$ cat src/atc_pkg.sv
// Purpose: shared constants for the asynchronous 8-bit timer with one compare channel
// Assumes: 50 MHz system clock, byte-wide register port
// Notes: register indices are those of the plain register port
package atc_pkg;
    // register port indices
    localparam logic [2:0] ADDR_CONTROL = 3'h0;
    localparam logic [2:0] ADDR_COUNTER = 3'h1;
    localparam logic [2:0] ADDR_COMPARE = 3'h2;
    localparam logic [2:0] ADDR_ASYNC = 3'h3;
    localparam logic [2:0] ADDR_FLAGS = 3'h4;

    // timer_control fields
    localparam int CTL_FORCE = 7;
    localparam int CTL_WAVE0 = 6;
    localparam int CTL_COM_HI = 5;
    localparam int CTL_COM_LO = 4;
    localparam int CTL_WAVE1 = 3;
    localparam int CTL_CS_HI = 2;
    localparam logic [7:0] CTL_RESET = 8'h00;

    // async_status fields
    localparam int AS_EXT_CLK = 4;
    localparam int AS_ASYNC = 3;
    localparam int AS_CNT_BUSY = 2;
    localparam int AS_CMP_BUSY = 1;
    localparam int AS_CTL_BUSY = 0;

    // flag register fields
    localparam int FL_COMPARE = 1;
    localparam int FL_OVERFLOW = 0;

    // busy slots for the three buffered registers
    localparam int SLOT_CTL = 0;
    localparam int SLOT_CMP = 1;
    localparam int SLOT_CNT = 2;
    localparam int SLOTS = 3;
    // oscillator edges before a buffered value lands
    localparam logic [1:0] XFER_EDGES = 2'h2;

    // waveform modes
    localparam logic [1:0] WAVE_NORMAL = 2'h0;
    localparam logic [1:0] WAVE_PHASE = 2'h1;
    localparam logic [1:0] WAVE_CTC = 2'h2;
    localparam logic [1:0] WAVE_FAST = 2'h3;

    localparam logic [7:0] CNT_MAX = 8'hff;
    localparam logic [7:0] CNT_BOTTOM = 8'h00;

    // prescaler masks: tick when the divide counter's masked bits are all ones
    localparam logic [9:0] DIV_MASK_1 = 10'h000;
    localparam logic [9:0] DIV_MASK_8 = 10'h007;
    localparam logic [9:0] DIV_MASK_32 = 10'h01f;
    localparam logic [9:0] DIV_MASK_64 = 10'h03f;
    localparam logic [9:0] DIV_MASK_128 = 10'h07f;
    localparam logic [9:0] DIV_MASK_256 = 10'h0ff;
    localparam logic [9:0] DIV_MASK_1024 = 10'h3ff;
endpackage

$ cat src/atc_prescaler.sv
// Purpose: divides the timer source tick into the selected timer clock enable
// Assumes: src_tick is a one-cycle enable on clk_sys
// Notes: divider runs free while any source is ticking
module atc_prescaler (
    input wire logic clk_sys,
    input wire logic rst,
    input wire logic src_tick,
    input wire logic [2:0] sel,
    output logic tick
);
    logic [9:0] div;
    logic [9:0] next_div;
    logic [9:0] mask;

    // mask per clock select value, 000 stops the timer
    always_comb begin
        case (sel)
            3'h1: mask = atc_pkg::DIV_MASK_1;
            3'h2: mask = atc_pkg::DIV_MASK_8;
            3'h3: mask = atc_pkg::DIV_MASK_32;
            3'h4: mask = atc_pkg::DIV_MASK_64;
            3'h5: mask = atc_pkg::DIV_MASK_128;
            3'h6: mask = atc_pkg::DIV_MASK_256;
            default: mask = atc_pkg::DIV_MASK_1024;
        endcase
        next_div = src_tick ? div + 10'h001 : div;
        tick = src_tick && (sel != 3'h0) && ((div & mask) == mask);
    end

    // divide counter
    always_ff @(posedge clk_sys or posedge rst) begin
        if (rst) begin
            div <= 10'h000;
        end else begin
            div <= next_div;
        end
    end
endmodule

$ cat src/atc_timer.sv
// Purpose: 8-bit timer with one compare channel, sync or oscillator-pin clocking
// Assumes: single clk_sys domain, oscillator pin sampled as a plain input
// Notes: register reads answer one cycle after the read strobe
// Overview of operation
// nonzero output mode: pin shows compare output, driver per direction
// non-PWM modes: off, toggle, clear, set on match
// fast PWM: 10 clear on match, set at bottom; 11 inverse
// PWM, compare at TOP, upper bit: act at TOP
// phase correct: 10 clear up, set down; 11 inverse
// clock select 000 stops, else divide 1 to 1024
// counter readable and writable directly
// counter write hides next timer clock's match
// compare always checked; match sets flag, drives output
// ext clock enable picks input buffer, else crystal
// software sets ext clock enable before async select
// async select 0 system clock, 1 oscillator pin
// software rewrites registers after async select change
// async counter write busy until loaded
// async compare write busy until loaded
// async control write busy until loaded
// no write while own busy flag set
// counter reads live, compare and control temporaries
// buffered value lands after two oscillator edges
// compare flag set on match, cleared by ack or one
// waveform mode: normal, phase PWM, clear-on-match, fast PWM
//
// The register offsets and the plain strobed port were decided locally.
module atc_timer (
    input wire logic clk_sys,
    input wire logic rst,
    input wire logic [2:0] reg_addr,
    input wire logic [7:0] reg_wdata,
    input wire logic reg_wr,
    input wire logic reg_rd,
    output logic [7:0] reg_rdata,
    input wire logic timer_osc_in,
    input wire logic vector_ack,
    input wire logic port_out,
    input wire logic port_dir,
    output logic pin_out,
    output logic pin_oe_n,
    output logic compare_output_pin,
    output logic compare_flag,
    output logic overflow_flag,
    output logic ext_clock_buf_en,
    output logic crystal_osc_en
);
    // oscillator pin synchroniser and filtered level
    logic osc_s1, osc_s2, osc_s3, osc_lvl;
    logic next_osc_lvl, osc_rise;

    // software-facing copies and live registers
    logic [7:0] ctl_tmp, cmp_tmp, cnt_tmp;
    logic [7:0] next_ctl_tmp, next_cmp_tmp, next_cnt_tmp;
    logic [7:0] ctl_act, cmp_act, counter_value;
    logic [7:0] next_ctl_act, next_cmp_act, next_counter_value;
    logic ext_clock_enable, async_clock_select;
    logic next_ext_clock_enable, next_async_clock_select;
    localparam int SLOTS_W = atc_pkg::SLOTS;
    logic [SLOTS_W-1:0] busy, next_busy, xfer;
    logic [1:0] edges [SLOTS_W];
    logic [1:0] next_edges [SLOTS_W];


    // timer state
    logic count_down, next_count_down;
    logic match_block, next_match_block;
    logic oc, next_oc;
    logic next_compare_flag, next_overflow_flag;
    logic [7:0] next_rdata;

    logic src_tick, timer_tick;
    logic [1:0] wave;
    logic [1:0] com;
    logic pwm, at_top, match;
    logic [7:0] top;
    logic wr_ctl, wr_cmp, wr_cnt, wr_async, wr_flags;

    // three-flop sampling; stages two and three must agree
    always_comb begin
        next_osc_lvl = (osc_s2 == osc_s3) ? osc_s3 : osc_lvl;
        osc_rise = (osc_s2 == osc_s3) && osc_s3 && !osc_lvl;
    end

    always_ff @(posedge clk_sys or posedge rst) begin
        if (rst) begin
            osc_s1 <= 1'b0;
            osc_s2 <= 1'b0;
            osc_s3 <= 1'b0;
            osc_lvl <= 1'b0;
        end else begin
            osc_s1 <= timer_osc_in;
            osc_s2 <= osc_s1;
            osc_s3 <= osc_s2;
            osc_lvl <= next_osc_lvl;
        end
    end

    // source clock: every system cycle, or each filtered oscillator rising edge
    assign src_tick = async_clock_select ? osc_rise : 1'b1;

    atc_prescaler u_prescaler (
        .clk_sys(clk_sys),
        .rst(rst),
        .src_tick(src_tick),
        .sel(ctl_act[atc_pkg::CTL_CS_HI:0]),
        .tick(timer_tick)
    );

    // write decode
    assign wr_ctl = reg_wr && (reg_addr == atc_pkg::ADDR_CONTROL);
    assign wr_cmp = reg_wr && (reg_addr == atc_pkg::ADDR_COMPARE);
    assign wr_cnt = reg_wr && (reg_addr == atc_pkg::ADDR_COUNTER);
    assign wr_async = reg_wr && (reg_addr == atc_pkg::ADDR_ASYNC);
    assign wr_flags = reg_wr && (reg_addr == atc_pkg::ADDR_FLAGS);

    // busy per buffered register; transfer on the second edge
    always_comb begin
        logic [SLOTS_W-1:0] wr_slot;
        wr_slot = '0;
        wr_slot[atc_pkg::SLOT_CTL] = wr_ctl;
        wr_slot[atc_pkg::SLOT_CMP] = wr_cmp;
        wr_slot[atc_pkg::SLOT_CNT] = wr_cnt;
        for (int i = 0; i < SLOTS_W; i++) begin
            xfer[i] = busy[i] && osc_rise && (edges[i] == atc_pkg::XFER_EDGES - 2'h1);
            next_busy[i] = busy[i];
            next_edges[i] = edges[i];
            if (xfer[i]) begin
                next_busy[i] = 1'b0;
                next_edges[i] = 2'h0;
            end else if (busy[i] && osc_rise) begin
                next_edges[i] = edges[i] + 2'h1;
            end
            // a write restarts the wait
            if (wr_slot[i] && async_clock_select) begin
                next_busy[i] = 1'b1;
                next_edges[i] = 2'h0;
            end
        end
    end

    // temporaries take every write so control and compare reads see it at once
    always_comb begin
        next_ctl_tmp = ctl_tmp;
        next_cmp_tmp = cmp_tmp;
        next_cnt_tmp = cnt_tmp;
        next_ext_clock_enable = ext_clock_enable;
        next_async_clock_select = async_clock_select;
        if (wr_ctl) begin
            next_ctl_tmp = {1'b0, reg_wdata[6:0]}; // force bit never stored
        end
        if (wr_cmp) begin
            next_cmp_tmp = reg_wdata;
        end
        if (wr_cnt) begin
            next_cnt_tmp = reg_wdata;
        end
        if (wr_async) begin
            next_ext_clock_enable = reg_wdata[atc_pkg::AS_EXT_CLK];
            next_async_clock_select = reg_wdata[atc_pkg::AS_ASYNC];
        end
    end

    // oscillator pin controls
    assign ext_clock_buf_en = async_clock_select && ext_clock_enable;
    assign crystal_osc_en = async_clock_select && !ext_clock_enable;

    // mode decode from the live control copy
    assign wave = {ctl_act[atc_pkg::CTL_WAVE1], ctl_act[atc_pkg::CTL_WAVE0]};
    assign com = ctl_act[atc_pkg::CTL_COM_HI:atc_pkg::CTL_COM_LO];
    assign pwm = (wave == atc_pkg::WAVE_PHASE) || (wave == atc_pkg::WAVE_FAST);
    assign top = (wave == atc_pkg::WAVE_CTC) ? cmp_act : atc_pkg::CNT_MAX;
    assign at_top = (counter_value == top);
    // a fresh counter write blocks one timer clock
    assign match = (counter_value == cmp_act) && !match_block;

    // counter, direction, live registers and waveform output
    always_comb begin
        logic do_match, force_cmp;
        do_match = 1'b0;
        force_cmp = 1'b0;
        next_counter_value = counter_value;
        next_count_down = count_down;
        next_match_block = match_block;
        next_oc = oc;
        next_overflow_flag = overflow_flag;
        next_ctl_act = ctl_act;
        next_cmp_act = cmp_act;

        if (timer_tick) begin
            next_match_block = 1'b0;
            do_match = match;
            case (wave)
                atc_pkg::WAVE_PHASE: begin
                    // dual slope: turn at MAX and at BOTTOM, overflow at BOTTOM
                    if (!count_down) begin
                        if (counter_value == atc_pkg::CNT_MAX) begin
                            next_count_down = 1'b1;
                            next_counter_value = counter_value - 8'h01;
                        end else begin
                            next_counter_value = counter_value + 8'h01;
                        end
                    end else if (counter_value == atc_pkg::CNT_BOTTOM) begin
                        next_count_down = 1'b0;
                        next_counter_value = counter_value + 8'h01;
                        next_overflow_flag = 1'b1;
                    end else begin
                        next_counter_value = counter_value - 8'h01;
                    end
                end
                atc_pkg::WAVE_CTC: begin
                    next_counter_value = at_top ? atc_pkg::CNT_BOTTOM : counter_value + 8'h01;
                    next_count_down = 1'b0;
                    if (counter_value == atc_pkg::CNT_MAX) begin
                        next_overflow_flag = 1'b1;
                    end
                end
                default: begin
                    next_counter_value = counter_value + 8'h01;
                    next_count_down = 1'b0;
                    if (counter_value == atc_pkg::CNT_MAX) begin
                        next_overflow_flag = 1'b1;
                    end
                end
            endcase

            // waveform generator
            if (com != 2'h0) begin
                case (wave)
                    atc_pkg::WAVE_FAST: begin
                        if (com[1]) begin
                            if (cmp_act == atc_pkg::CNT_MAX) begin
                                if (at_top) begin
                                    next_oc = !com[0];
                                end
                            end else if (do_match) begin
                                next_oc = com[0];
                            end else if (counter_value == atc_pkg::CNT_MAX) begin
                                next_oc = !com[0];
                            end
                        end
                    end
                    atc_pkg::WAVE_PHASE: begin
                        if (com[1]) begin
                            if (cmp_act == atc_pkg::CNT_MAX) begin
                                if (at_top) begin
                                    next_oc = !com[0];
                                end
                            end else if (do_match) begin
                                next_oc = count_down ? !com[0] : com[0];
                            end
                        end
                    end
                    default: begin
                        if (do_match) begin
                            case (com)
                                2'h1: next_oc = !oc;
                                2'h2: next_oc = 1'b0;
                                default: next_oc = 1'b1;
                            endcase
                        end
                    end
                endcase
            end
        end

        // force strobe: non-PWM only, no flag, no counter clear
        force_cmp = wr_ctl && reg_wdata[atc_pkg::CTL_FORCE] && !pwm;
        if (force_cmp) begin
            case (reg_wdata[atc_pkg::CTL_COM_HI:atc_pkg::CTL_COM_LO])
                2'h0: next_oc = oc;
                2'h1: next_oc = !oc;
                2'h2: next_oc = 1'b0;
                default: next_oc = 1'b1;
            endcase
        end

        // loads: direct in sync mode, on transfer in async mode
        if (async_clock_select ? xfer[atc_pkg::SLOT_CNT] : wr_cnt) begin
            next_counter_value = async_clock_select ? cnt_tmp : reg_wdata;
            next_match_block = 1'b1;
        end
        if (async_clock_select ? xfer[atc_pkg::SLOT_CMP] : wr_cmp) begin
            next_cmp_act = async_clock_select ? cmp_tmp : reg_wdata;
        end
        if (async_clock_select ? xfer[atc_pkg::SLOT_CTL] : wr_ctl) begin
            next_ctl_act = async_clock_select ? ctl_tmp : {1'b0, reg_wdata[6:0]};
        end

        // flags: a set in the same cycle as a clear wins, except an overflow while the overflow flag is already set
        next_compare_flag = compare_flag;
        if ((wr_flags && reg_wdata[atc_pkg::FL_COMPARE]) || vector_ack) begin
            next_compare_flag = 1'b0;
        end
        if (do_match) begin
            next_compare_flag = 1'b1;
        end
        if (wr_flags && reg_wdata[atc_pkg::FL_OVERFLOW] && !(next_overflow_flag && !overflow_flag)) begin
            next_overflow_flag = 1'b0;
        end
    end

    // read mux; counter, async status and flags live, control and compare from temporaries
    always_comb begin
        next_rdata = reg_rdata;
        if (reg_rd) begin
            case (reg_addr)
                atc_pkg::ADDR_CONTROL: next_rdata = ctl_tmp;
                atc_pkg::ADDR_COUNTER: next_rdata = counter_value;
                atc_pkg::ADDR_COMPARE: next_rdata = cmp_tmp;
                atc_pkg::ADDR_ASYNC: next_rdata = {3'h0, ext_clock_enable, async_clock_select, busy[atc_pkg::SLOT_CNT],
                    busy[atc_pkg::SLOT_CMP], busy[atc_pkg::SLOT_CTL]};
                atc_pkg::ADDR_FLAGS: next_rdata = {6'h00, compare_flag, overflow_flag};
                default: next_rdata = 8'h00;
            endcase
        end
    end

    // pin mux; direction bit still gates the driver
    assign compare_output_pin = oc;
    assign pin_out = (com != 2'h0) ? oc : port_out;
    assign pin_oe_n = !port_dir;

    // state registers
    always_ff @(posedge clk_sys or posedge rst) begin
        if (rst) begin
            ctl_tmp <= atc_pkg::CTL_RESET;
            cmp_tmp <= 8'h00;
            cnt_tmp <= 8'h00;
            ctl_act <= atc_pkg::CTL_RESET;
            cmp_act <= 8'h00;
            counter_value <= 8'h00;
            ext_clock_enable <= 1'b0;
            async_clock_select <= 1'b0;
            busy <= '0;
            for (int i = 0; i < SLOTS_W; i++) begin
                edges[i] <= 2'h0;
            end
            count_down <= 1'b0;
            match_block <= 1'b0;
            oc <= 1'b0;
            compare_flag <= 1'b0;
            overflow_flag <= 1'b0;
            reg_rdata <= 8'h00;
        end else begin
            ctl_tmp <= next_ctl_tmp;
            cmp_tmp <= next_cmp_tmp;
            cnt_tmp <= next_cnt_tmp;
            ctl_act <= next_ctl_act;
            cmp_act <= next_cmp_act;
            counter_value <= next_counter_value;
            ext_clock_enable <= next_ext_clock_enable;
            async_clock_select <= next_async_clock_select;
            busy <= next_busy;
            for (int i = 0; i < SLOTS_W; i++) begin
                edges[i] <= next_edges[i];
            end
            count_down <= next_count_down;
            match_block <= next_match_block;
            oc <= next_oc;
            compare_flag <= next_compare_flag;
            overflow_flag <= next_overflow_flag;
            reg_rdata <= next_rdata;
        end
    end
endmodule

$ cat config.mk
export PLATFORM = sky130hd
export DESIGN_NAME = atc_timer
export DESIGN_NICKNAME = d
export VERILOG_FILES = /design/src/atc_pkg.sv /design/src/atc_prescaler.sv /design/src/atc_timer.sv
export SDC_FILE = /design/constraint.sdc
export NUM_CORES = 1
export LEC_CHECK = 0
export BUFFER_PORTS_ARGS = -buffer_cell sky130_fd_sc_hd__buf_4
export CORE_ASPECT_RATIO = 1.5
export CORE_UTILIZATION = 40
export CTS_BUF_LIST = sky130_fd_sc_hd__clkbuf_4 sky130_fd_sc_hd__clkbuf_8
export CTS_CLUSTER_SIZE = 20
export DETAILED_ROUTE_END_ITERATION = 12
export HOLD_SLACK_MARGIN = 0.06
export SLEW_MARGIN = 5
export SYNTH_ARGS = -nofsm -noshare
export SYNTH_HDL_FRONTEND = slang
export SYNTH_HIERARCHICAL = 1
export SYNTH_SLANG_ARGS = --single-unit
$ cat constraint.sdc
create_clock -name clk_sys -period 2.9 [get_ports clk_sys]
set_input_delay 0.145 -clock clk_sys [delete_from_list [all_inputs] [get_ports clk_sys]]
set_output_delay 0.145 -clock clk_sys [all_outputs]
set_load 0.01 [all_outputs]
### Yosys cells after proc, flatten, opt, wreduce, memory -nomap -nowiden

Cells that the tools add are included.

* bits in registers: 84
* input bits: 19
* output and inout bits: 15
* logic and storage cells: 182

* add/sub/neg operators: 6
* eq/ne operators: 31
* multiplexer cells: 64
* bitwise operators: 1
* reductions and logical operators: 55

Operator list (number)
* $mux W8: 9
* $pmux W10 S6: 1
* $pmux W8 S5: 1
* $mux W1: 39
* $logic_and A1 B1 Y1: 27
* $mux W2: 9
* $eq A8 B8 Y1: 2
* $eq A8 B8 Y1 const B: 2
* $pmux W8 S2: 1
* $reduce_bool A2 Y1: 8
* $eq A2 B1 Y1 const B: 6
* $eq A3 B2 Y1 const B: 4
* $eq A3 B3 Y1 const B: 4
* $reduce_bool A3 Y1: 4
* $add A10 B1 Y10 const B: 1
* $and A10 B10 Y10: 1
* $eq A10 B10 Y1: 1
* $logic_not A1 Y1: 9
* $add A8 B1 Y8 const B: 1
* $eq A2 B2 Y1 const B: 4
* $logic_not A8 Y1: 1
* $reduce_and A8 Y1: 1
* $sub A8 B1 Y8 const B: 1
* $mux W7: 1
* other kinds (13): 19

### Depth between registers and ports, before layout

* depth in word-level cells: 11
* mapped depth: 12
* depth with buffers taken out: 10

### Cells and area by module

Netlist, hierarchy kept.

By module, submodules not included
* atc_timer: times used 1, cells each 444, area an instance 4265.3 µm²
* atc_prescaler: times used 1, cells each 49, area an instance 510.5 µm²

### Worst setup path before layout

OpenSTA, ideal clock, no wires.

* kind: reg-to-reg
* start point: register async_clock_select
* end point: register counter_value[7]
* arrival time: 2466 ps
* data required time: 2771 ps
* setup slack: 305 ps
* cell stages (with the launch flop): 13
* path buffers: 5
* period minus slack after synthesis: 2595 ps
* cells stage by stage: dfrtp_1 -> clkbuf_1 -> clkbuf_1 -> clkbuf_1 -> nand2_1 -> buf_2 -> and4b_1 -> inv_1 -> clkbuf_1 -> nor2_1 -> mux2_2 -> a31oi_1 -> o21ai_0

* cells in the longest elaborated chain, start to end: 4

Ends and longest elaborated chain
* from (decl): RTL line atc_timer.sv:57 `logic ext_clock_enable, async_clock_select;`
* from (signal assigned): RTL line atc_timer.sv:353 `async_clock_select <= next_async_clock_select;`
* $mux W1: RTL line atc_timer.sv:100 `assign src_tick = async_clock_select ? osc_rise : 1'b1;`
* via src_tick: RTL line atc_timer.sv:72 `logic src_tick, timer_tick;`
* $logic_and A1 B1 Y1 (2 in a row): RTL line atc_prescaler.sv:27 `tick = src_tick && (sel != 3'h0) && ((div & mask) == mask);`
* via timer_tick: RTL line atc_timer.sv:72
* $reduce_bool A2 Y1 (no line)
* to (signal assigned): RTL line atc_timer.sv:351 `counter_value <= next_counter_value;`
* to (decl): RTL line atc_timer.sv:55 `logic [7:0] ctl_act, cmp_act, counter_value;`

The timed path passes the listed nets, and every way through them passes these cells.
A chain may end at the register's enable or synchronous reset.

### Worst setup path in the final report

* start point: register counter_value[0]
* end point: register counter_value[2]

* cells in the longest elaborated chain, start to end: 6

Ends and longest elaborated chain
* $add A8 B1 Y8 (tied with other cells)
* $mux W8, on equally long branches: RTL line atc_timer.sv:197, atc_timer.sv:203
* $mux W8: RTL line atc_timer.sv:196 `if (!count_down) begin`
* $pmux W8 S2 (*): RTL line atc_timer.sv:193 `case (wave)`
* $mux W8 (*): RTL line atc_timer.sv:190 `if (timer_tick) begin`
* $mux W8 (*): RTL line atc_timer.sv:279 `if (async_clock_select ? xfer[atc_pkg::SLOT_CNT] : wr_cnt) begin`

Mark *: on every way between the ends. The rest lies on a longest branch, timed or not. The select of a mux whose other input is x is not followed.

==> run_results.csv <==
group,metric,value,unit
status,outcome,"finished clean",
pwr,p_leak,2.34,nW
worst_setup_path,rrSetupSlack,0.39,ns
route,routedWlPerCell,19.4,um
logic_synthesis,synth_nets,520,
logic_synthesis,syn_inst,493,
logic_synthesis,synth-async-reset-ratio,100,%
sta,fin_crit,2.51,ns
floorplan,start_util,41.2,%
worst_setup_path,timing.rr.start,"counter_value[0]",
route,wl,13300,um
route,initialDrtViolationCount,325,
sta,fmaxAchievable,399,MHz
sta,timing.final.ws_setup,0.393,ns
route,first_pass_iters,5,
cts,cts_tree,"done",
worst_setup_path,critPathLaunch,"counter_value[0]",
floorplan,die_w,91.2,um
logic_synthesis,synthDistinctLibCells,65,
logic_synthesis,synth_top_area_cell,"dfrtp_1",
logic_synthesis,synth-seq-cells,84,
logic_synthesis,synth_most_common_cell,"dfrtp_1",
pwr,power_density,770,nW/um2
placement,gp_congestion,0.918,
cts,cts.clk_slew.worst_paths,0.09,ns
route,drc,0,
route,routed-via-count,3930,
min_path,hp-class,"in2reg",
grt,grt_pass1_vias,3790,
worst_setup_path,setup.worst_path.end,"counter_value[2]",
floorplan,num_rows,48,
layout,nets,557,
logic_synthesis,synth_flop_cell,"dfrtp_1",
sta,worst_clock_skew,0.00904,ns
layout,multi_input_area,2460,um2
worst_setup_path,path_class,"reg2reg",
logic_synthesis,syn_area,4780,um2
logic_synthesis,seq_area_frac_synth,44.0,%
floorplan,die_h,136,um
cts,cts.sinks,84,
route,final_antenna_net_count,0,
placement,io_buffers,33,
logic_synthesis,avgSynthCellArea,9.69,um2
logic_synthesis,ys.warnings.count,6,
logic_synthesis,synth.top_cells.by_count,"dfrtp_1 (84), a21oi_1 (47), nand2_1 (36)",
layout,fin_util,47.3,%
worst_setup_path,reg2reg_to,"counter_value[2]",
flow_run,drv_cap,0,
sta,maxSlewHeadroom,61.6,%
cts,cts-root-buf,"clkbuf_8",
grt,grt_pass1_wl,20900,um
cts,clock_latency,0.37,ns
layout,drive_gt1_share,21.3,%
cts,clock_path_buffers,2,
logic_synthesis,yosys.area.top_type_share,44.0,%
route,vias_per_cell,5.75,
layout,antenna_cells,0,
sta,tightestPinTransition,0.572,ns
layout,seq_area,2100,um2
pwr,p_total,0.00422,W
placement,hpwl,9770,um
grt,grt_overflow_total,0,
floorplan,pin_count,34,
layout,fill_cells,1095,
grt,grt_antenna_before_repair,0,
layout,syn2layout_area_growth,14.7,%
sta,tns,0,ns
floorplan,die_area,12400,um2
cts,h-tree-depth,3,
sta,rsz0062_at_grt,"false",
pwr,ir_worst_vdd,0.000416,V
worst_setup_path,end_kind,"register",
cts,ctsResizeCount,0,
worst_setup_path,path_max_fanout,10,
logic_synthesis,synth_area_leaders,"dfrtp_1 (44%), mux2_2 (7.1%), a21oi_1 (4.9%)",
worst_setup_path,cp-start-kind,"register",
worst_setup_path,critical_path_arrival,2.80,ns
logic_synthesis,synth_edf_count,0,
sta,slew_viol_final,0,
min_path,hp-start,"reg_wdata[3]",
worst_setup_path,r2r_cells,6,
floorplan,coreArea,11600,um2
sta,post-route-period-util,86.4,%
cts,cts_buffers,9,
min_path,whs_path_depth,2,
grt,track_usage,22.5,%
grt,grt_max_degree,43,
worst_setup_path,cp.required,3.19,ns
sta,hold_viol_final,0,
cts,post_cts_buffers,0,
placement,dp_slack,0.466,ns
sta,setup_viol_count_final,0,
## metrics by stage
stage / area, um2 / instances / hold slack [ns]
after floorplan: 4780 / 493 / -0.0148
after global placement: 5210 / 662 / 0.153
after detailed placement: 5210 / 662 / 0.163
after CTS: 5480 / 684 / 0.0639
after global routing: 5480 / 684 / 0.0712
final: 5480 / 684 / 0.0649
## worst min path at each step
stage / end / slack, ns
floorplan: u_prescaler/div[0] / -0.01
global placement: u_prescaler/div[2] / 0.15
detailed placement: u_prescaler/div[2] / 0.16
CTS: async_clock_select / 0.06
global route: ctl_tmp[3] / 0.07
finish: async_clock_select / 0.06
## worst max-delay path, cell delays in order, from the launching register on
cell and delay (ns):
dfrtp_1 0.59, ha_1 0.25, and3_1 0.32, nand3_1 0.24, a211o_1 0.41, or4_1 0.49, o2111ai_1 0.11
## per-layer routing
layer  GRT usage (%)  wire, um  vias up  part of all wire [%]
met5               0         0        -                     0
met4            10.2       439        0                   3.3
met3            3.30       547       28                   4.1
met2            39.0      6670      103                    50
met1            27.8      5600     1943                    42
li1                -         -     1856                     -
## cell type report
cell class	count	area share (%)
inverter	26	1.78
clock inverter	5	1.10
sequential	84	38.4
multi-input combinational	353	44.8
timing repair buffer	56	7.99
tap	150	3.42
clock buffer	10	2.51
## logic make-up (layout without fill, tap and decap cells)
kind of cell,after synthesis,count (layout),synth area share (%)
compound gates,123,123,16.8
xor+xnor,17,17,3.12
fa+ha+maj,8,8,2.10
buf+inv,56,97,4.79
flops,84,84,44.0
mux,45,45,11.3
simple gates,160,160,17.9
## power breakdown
| group | total [W] | internal [W] | switching (W) | leakage (nW) |
|---|---|---|---|---|
| clock | 0.000875 | 0.000420 | 0.000455 | 0.0987 |
| combinational | 0.00148 | 0.000683 | 0.000801 | 1.24 |
| sequential | 0.00186 | 0.00149 | 0.000377 | 1.01 |
| total | 0.00422 | 0.00259 | 0.00163 | 2.34 |
## flip-flops by register name (all words and copies together), names as in the netlist
signal,flops
counter_value,8
busy,3
cmp_tmp,8
osc_s2,1
compare_output_pin,1
match_block,1
osc_s1,1
reg_rdata,8
osc_lvl,1
ctl_tmp,7
u_prescaler/div,10
overflow_flag,1
ext_clock_enable,1
osc_s3,1
cnt_tmp,8
count_down,1
edges,6
cmp_act,8
ctl_act,7
compare_flag,1
async_clock_select,1
## timing repair
action                                  4_1_cts  5_1_grt
endpoints found under the hold margin        50        0
hold buffers                                  7        0
endpoints found under the setup margin        0        0
## cells in the final DEF, fill, tap and decap left out, types with 12 or more instances in the layout
master   netlist  final
nand2_1       36     36
buf_4          1     49
inv_1         26     25
mux2_2        30     30
nand3_1       12     12
nor2_1        35     35
and3_1        13     13
o21ai_0       18     18
nor2b_1       13     13
a21oi_1       47     47
dfrtp_1       84     84
(Power assumes the default switching activity.)
